File: src/sacr_pkg.sv
// package: constants and carrier types for the converter readout port
package sacr_pkg;

	// ***********************************************************
	// timing
	// ***********************************************************
	localparam int CLK_PERIOD_NS = 100;
	localparam int START_MIN_NS = 40;
	localparam int START_MIN_CYC = (START_MIN_NS + CLK_PERIOD_NS - 1) / CLK_PERIOD_NS < 1 ? 1 :
		(START_MIN_NS + CLK_PERIOD_NS - 1) / CLK_PERIOD_NS;
	localparam int CONV_CYC_DEF = 32;

	// ***********************************************************
	// data layout
	// ***********************************************************
	localparam int RES_W = 16;
	localparam int BYTE_W = 8;
	localparam int TOP_BIT = 15;
	localparam logic [15:0] RES_RST = 16'h0000;

	// ***********************************************************
	// types
	// ***********************************************************
	typedef struct packed
	{
		logic chipSelN;
		logic readConvN;
		logic byteSel;
	} sacr_ctl_s;

	typedef struct packed
	{
		logic [15:0] data;
		logic [15:0] dataOeN;
	} sacr_bus_s;

	typedef enum logic [1:0]
	{
		SACR_IDLE = 2'b00,
		SACR_CONV = 2'b01,
		SACR_DONE = 2'b11
	} sacr_state_e;

endpackage : sacr_pkg

File: src/sacr_convert_port.sv
// conversion control and parallel readout port of the sampling converter
`timescale 1ns/100ps
module sacr_convert_port
	import sacr_pkg::*;
#(
	parameter int CONV_CYC = CONV_CYC_DEF
)
(
	input wire logic clk,
	input wire logic rst,
	input wire sacr_pkg::sacr_ctl_s ctlIn,
	input wire logic [15:0] sampleIn,
	output logic busyN_ff,
	output sacr_pkg::sacr_bus_s busOut_ff
);
	import sacr_pkg::*;

	// elaboration check: the 13-bit counter serves 1 to 4096 cycles
	if (CONV_CYC < 1 || CONV_CYC > 4096)
	begin : g_bad_cyc
		$error("CONV_CYC out of range");
	end

	// ***********************************************************
	// pin synchronisation
	// ***********************************************************
	logic [2:0] ctlSync;
	logic csN, rcN, byteSel;

	sacr_sync #(.W(3)) u_sync (
		.clk(clk),
		.rst(rst),
		.asyncIn({ctlIn.chipSelN, ctlIn.readConvN, ctlIn.byteSel}),
		.syncOut(ctlSync)
	);

	assign csN = ctlSync[2];
	assign rcN = ctlSync[1];
	assign byteSel = ctlSync[0];

	// ***********************************************************
	// trigger detection
	// ***********************************************************
	logic trigN, trigN_ff, startReq;

	assign trigN = csN | rcN;

	always_ff @(posedge clk or posedge rst)
	begin
		if (rst)
			trigN_ff <= 1'b1;
		else
			trigN_ff <= trigN;
	end

	// falling edge of the ORed trigger covers both cs and strobe edges
	assign startReq = trigN_ff & ~trigN;

	// ***********************************************************
	// conversion sequencer
	// ***********************************************************
	sacr_state_e state_ff, nxt_state;
	logic [12:0] cnt_ff;
	logic [15:0] hold_ff, result_ff;

	always_comb
	begin
		nxt_state = state_ff;
		case (state_ff)
			SACR_IDLE:
				if (startReq)
					nxt_state = SACR_CONV;
			SACR_CONV:
				if (cnt_ff == 13'(CONV_CYC - 1))
					nxt_state = SACR_DONE;
			SACR_DONE:
				nxt_state = SACR_IDLE;
			default:
				nxt_state = SACR_IDLE;
		endcase
	end

	always_ff @(posedge clk or posedge rst)
	begin
		if (rst)
			state_ff <= SACR_IDLE;
		else
			state_ff <= nxt_state;
	end

	always_ff @(posedge clk or posedge rst)
	begin
		if (rst)
			cnt_ff <= 13'h0000;
		else if (state_ff == SACR_CONV)
			cnt_ff <= cnt_ff + 13'h0001;
		else
			cnt_ff <= 13'h0000;
	end

	// sample goes into hold at the start; result updated at completion
	always_ff @(posedge clk or posedge rst)
	begin
		if (rst)
		begin
			hold_ff <= RES_RST;
			result_ff <= RES_RST;
		end
		else
		begin
			if (state_ff == SACR_IDLE && startReq)
				hold_ff <= sampleIn;
			if (state_ff == SACR_CONV && nxt_state == SACR_DONE)
				result_ff <= hold_ff;
		end
	end

	// busy falls with the start and rises one edge after the result is in
	always_ff @(posedge clk or posedge rst)
	begin
		if (rst)
			busyN_ff <= 1'b1;
		else
			busyN_ff <= (nxt_state == SACR_IDLE);
	end

	// ***********************************************************
	// parallel output
	// ***********************************************************
	logic drive;
	logic [15:0] laneData;

	assign drive = ~csN & rcN;

	// select low: whole word, msb on bit 15, upper half on the byte lane
	// select high: halves swapped so the lower half reaches the byte lane
	always_comb
	begin
		laneData = result_ff;
		if (byteSel)
			laneData = {result_ff[BYTE_W-1:0], result_ff[TOP_BIT -: BYTE_W]};
	end

	always_ff @(posedge clk or posedge rst)
	begin
		if (rst)
		begin
			busOut_ff.data <= 16'h0000;
			busOut_ff.dataOeN <= 16'hffff;
		end
		else
		begin
			busOut_ff.data <= laneData;
			busOut_ff.dataOeN <= drive ? 16'h0000 : 16'hffff;
		end
	end

	// ***********************************************************
	// checks
	// ***********************************************************
	busy_on_start_a: assert property (@(posedge clk) disable iff (rst)
		(state_ff == SACR_IDLE && startReq) |=> !busyN_ff)
		else $error("busy not low after start");

	busy_hold_a: assert property (@(posedge clk) disable iff (rst)
		$fell(busyN_ff) |-> !busyN_ff [*2])
		else $error("busy rose too early");

	result_before_busy_a: assert property (@(posedge clk) disable iff (rst)
		$rose(busyN_ff) |-> $past(state_ff) == SACR_DONE)
		else $error("busy rose before result update");

	float_when_idle_a: assert property (@(posedge clk) disable iff (rst)
		(csN | ~rcN) |=> busOut_ff.dataOeN == 16'hffff)
		else $error("bus driven while deselected");

	drive_enable_a: assert property (@(posedge clk) disable iff (rst)
		(~csN & rcN) |=> busOut_ff.dataOeN == 16'h0000)
		else $error("bus not driven on read");

	top_byte_a: assert property (@(posedge clk) disable iff (rst)
		!byteSel |=> busOut_ff.data[15:8] == $past(result_ff[15:8]))
		else $error("upper byte wrong");

	low_byte_a: assert property (@(posedge clk) disable iff (rst)
		byteSel |=> busOut_ff.data[15:8] == $past(result_ff[7:0]))
		else $error("lower byte wrong");

	word_order_a: assert property (@(posedge clk) disable iff (rst)
		!byteSel |=> busOut_ff.data == $past(result_ff))
		else $error("word bit order wrong");

	trig_or_a: assert property (@(posedge clk) disable iff (rst)
		startReq |-> (!csN && !rcN))
		else $error("start without both low");

	no_start_busy_a: assert property (@(posedge clk) disable iff (rst)
		(state_ff == SACR_CONV) |=> state_ff != SACR_IDLE)
		else $error("conversion aborted");

	busy_ignore_a: assert property (@(posedge clk) disable iff (rst)
		(startReq && !busyN_ff) |=> $stable(hold_ff))
		else $error("start taken while busy");

	// helper: cycles that busy has been low, for the length check
	logic [12:0] busyLen_ff;

	always_ff @(posedge clk or posedge rst)
	begin
		if (rst)
			busyLen_ff <= 13'h0000;
		else if (!busyN_ff)
			busyLen_ff <= busyLen_ff + 13'h0001;
		else
			busyLen_ff <= 13'h0000;
	end

	busy_length_a: assert property (@(posedge clk) disable iff (rst)
		$rose(busyN_ff) |-> $past(busyLen_ff) == 13'(CONV_CYC))
		else $error("busy length wrong");

endmodule : sacr_convert_port

File: src/sacr_sync.sv
// two-stage synchroniser for the host control pins
`timescale 1ns/100ps
module sacr_sync #(
	parameter int W = 3
)
(
	input wire logic clk,
	input wire logic rst,
	input wire logic [W-1:0] asyncIn,
	output logic [W-1:0] syncOut
);
	logic [W-1:0] meta_ff;

	always_ff @(posedge clk or posedge rst)
	begin
		if (rst)
		begin
			meta_ff <= '1;
			syncOut <= '1;
		end
		else
		begin
			meta_ff <= asyncIn;
			syncOut <= meta_ff;
		end
	end
endmodule : sacr_sync

File: config.mk
export PLATFORM = sky130hd
export DESIGN_NAME = sacr_convert_port
export DESIGN_NICKNAME = d
export VERILOG_FILES = /design/src/sacr_pkg.sv /design/src/sacr_convert_port.sv /design/src/sacr_sync.sv
export SDC_FILE = /design/constraint.sdc
export NUM_CORES = 1
export LEC_CHECK = 0
export BUFFER_PORTS_ARGS = -buffer_cell sky130_fd_sc_hd__buf_2
export CORE_ASPECT_RATIO = 1.1
export CORE_MARGIN = 3
export CORE_UTILIZATION = 55
export CTS_CLUSTER_SIZE = 30
export DETAILED_ROUTE_END_ITERATION = 10
export HOLD_SLACK_MARGIN = 0.15
export PLACE_DENSITY = 0.86
export SYNTH_ARGS = -nofsm -noshare
export SYNTH_HDL_FRONTEND = slang
export SYNTH_SLANG_ARGS = --single-unit
File: constraint.sdc
create_clock -name clk -period 2.7 [get_ports clk]
set_input_delay 0.135 -clock clk [delete_from_list [all_inputs] [get_ports clk]]
set_output_delay 0.135 -clock clk [all_outputs]
set_load 0.1 [all_outputs]
==> impl_metrics.csv <==
group,metric,value,unit
sta,finClkSkew,0.00876,ns
sta,rsz0062_at_grt,"no",
clock_tree,post_cts_buffers,0,
global_route,grt_pass1_vias,1795,
global_route,grt_max_degree,73,
clock_tree,clock_latency,0.33,ns
clock_tree,cts_buffers,9,
critical_path,critPathTopFamily,"simple AND/OR/NAND/NOR gates",
global_route,grt_pass1_wl,8.63,mm
synth,synth-async-reset-ratio,100,%
final_layout,areaGrowthSynthToFinish,22.2,%
sta,fin_crit_sh,80.8,%
synth,synth_edf_count,0,
final_layout,utilization,70.5,%
floorplanning,die_h,82.5,µm
synth,ys_seq_area_share,62.0,%
synth,synth.cell_area,0.00292,mm²
clock_tree,root_buffer,"clkbuf_8",
floorplanning,coreArea,0.00507,mm²
run,maxCapViolations,0,
synth,synth_top_area_share,53.9,%
route,highest_layer,"met4",
final_layout,final_nets,291,
critical_path,path_max_fanout,16,
floorplanning,start_util,57.7,%
critical_path,r2r-start,"cnt_ff[0]$_DFF_PP0_",
sta,setup_viol,0,
min_path,hold_start,"u_sync.meta_ff[0]$_DFF_PP1_",
power,vdd_ir_drop_max,0.479,mV
global_route,antenna_found_initial,0,
place,place_congestion,0.743,
synth,synth.most_common_cell,"dfrtp_1",
synth,syn_inst,203,
route,wl_met3,227,µm
floorplanning,fp-row-count,27,
place,dpl.hpwl,3.29,mm
critical_path,required,2.92,ns
final_layout,antenna_cells,0,
route,firstDrtPassIters,4,
synth,yosysTopAreaCell,"dfrtp_1",
synth,yosys_warnings,0,
synth,ys_seq_elements,72,
clock_tree,cts.sink_count,72,
clock_tree,ctsResizeCount,0,
critical_path,cp_num_buf_inv,1,
final_layout,fillCellCount,329,
sta,worst_pin_slew,0.511,ns
synth,ys.flop_type,"dfrtp_1",
sta,fin_crit,2.18,ns
critical_path,critPathMaxStageDelay,0.57,ns
floorplanning,die-area,0.00623,mm²
critical_path,crit_type,"flop to flop",
route,wl_met2,2.78,mm
route,drt_wl_total,5.19,mm
sta,max_freq,459,MHz
route,drcViolationCount,0,
global_route,grt_overflow_total,0,
route,wl_per_cell,15.6,µm
floorplanning,die_x,75.5,µm
min_path,hold_path_class,"flop to flop",
sta,setup_tns,0,ns
route,antenna_left,0,
synth,ys_top_cells_by_area,"dfrtp_1 54%, mux2_2 15%, dfstp_2 8.1%, mux2_4 5.1%, buf_4 4.1%",
route,vias,1759,
synth,synth.distinct_cells,30,
synth,avgSynthCellArea,14.4,µm²
clock_tree,htreeDepth,3,
critical_path,crit_path_start_kind,"flop",
global_route,grt.total_usage,19.1,%
synth,syn-num-nets,225,
route,routed_via_density,5.30,
clock_tree,tritoncts,"yes",
synth,yosys-top-cells-count,"63 x dfrtp_1, 38 x mux2_2, 16 x buf_4, 10 x mux2_4, 9 x dfstp_2",
outcome,status,"complete, no violations",
route,routedLengthMet1,2.08,mm
route,drt-initial-drc-count,114,
clock_tree,holdBufCountCts,20,
critical_path,crit_start,"cnt_ff[0]$_DFF_PP0_",
clock_tree,clk_pin_slew,0.07,ns
critical_path,crit_chain,"ha_1, nand4_1, or4_1, buf_4, mux2_4",
critical_path,cp_slowest_cell,"or4_1",
critical_path,arrival,2.40,ns
critical_path,critPathCaptureType,"flop",
clock_tree,clk_path_buf_depth,2,
floorplanning,ioPinCount,54,
sta,finalMaxSlewViolations,0,
final_layout,drive_gt1_share,47.1,%
sta,max_slew_margin,66.1,%
power,power_leakage,1.76,nW
power,power_density,1130,mW/mm²
sta,finalHoldViolCount,0,
place,io_buffers,53,
[cell type report]
class / instances / area [µm²] / area share (%)
well taps: 58 / 72.6 / 2.03
clock inverters: 3 / 90.1 / 2.52
inverters: 5 / 18.8 / 0.525
multi-input cells: 105 / 928 / 26.0
repair buffers: 76 / 500 / 14.0
clock buffers: 13 / 149 / 4.17
flip-flops and latches: 72 / 1810 / 50.8
[cells by family after synthesis]
family | after synthesis | share of synthesized area (%)
AOI/OAI and AO/OA | 10 | 1.88
buffers and inverters | 26 | 6.21
xor gates and xnor gates | 3 | 0.899
muxes | 51 | 20.8
adders and majority gates | 1 | 0.428
and+or+nand+nor | 40 | 7.75
DFF | 72 | 62.0
[sequential cells by signal, indices dropped and copies added (netlist names)]
name            count
trigN_ff            1
hold_ff            16
busOut_ff          17
result_ff          16
busyN_ff            1
u_sync.syncOut      3
cnt_ff             13
u_sync.meta_ff      3
state_ff            2
[final timing paths]
kind	depth (start not counted)	slack (ns)	to
worst min-delay path	0	0.36	u_sync.syncOut[0]$_DFF_PP1_
worst max-delay path	5	0.52	result_ff[15]$_DFFE_PP0P_
max in group asynchronous	4	1.96	u_sync.syncOut[1]$_DFF_PP1_
min in group asynchronous	4	0.43	hold_ff[9]$_DFFE_PP0P_
worst min register to register	0	0.36	u_sync.syncOut[0]$_DFF_PP1_
worst max register to register	5	0.52	result_ff[15]$_DFFE_PP0P_
[per-layer routing]
| layer | GRT usage (%) | up-vias |
|---|---|---|
| met2 | 31.7 | 47 |
| met3 | 4.12 | 10 |
| li1 | - | 825 |
| met4 | 9.27 | 0 |
| met5 | 0 | - |
| met1 | 23.3 | 877 |
[power breakdown]
| part | internal, W | switching [W] |
|---|---|---|
| clock | 0.000641 | 0.000366 |
| sequential | 0.00142 | 0.000218 |
| combinational | 0.000421 | 0.000960 |
| total | 0.00248 | 0.00154 |
[layout by cell type (no fill, tap or decap), types with 2 or more instances in the layout]
cell           netlist  final
bufinv_16            0      3
nand4_1              3      3
clkbuf_8             0     10
mux2_4              10     10
dfstp_2              9      9
buf_2                0     53
dfrtp_1             63     63
or4_1                5      5
nand3_1              4      4
nor4_1               3      3
or3_1                2      2
mux2i_1              3      3
nor2_1               5      5
nand2b_1             4      4
o21ai_0              3      3
buf_4               16      2
mux2_2              38     38
xnor2_1              2      2
dlygate4sd3_1        0     20
inv_1                5      4
a21oi_1              5      5
and2_1               2      2
o31ai_1              2      2
clkbuf_1             3      3
nand2_1              7      7
[per-stage QoR]
stage               hold slack [ns]  area (µm²)  cells  power [W]  worst slack, ns
finish                        0.357        3570    332    0.00403            0.519
global route                  0.364        3570    332    0.00424            0.395
CTS                           0.357        3570    332    0.00406            0.523
detailed placement            0.241        3130    296    0.00302            0.555
global placement              0.240        3130    296    0.00296            0.632
floorplan                     0.139        2920    203    0.00278            0.587
Note: power is estimated with default switching activity, not from simulation.
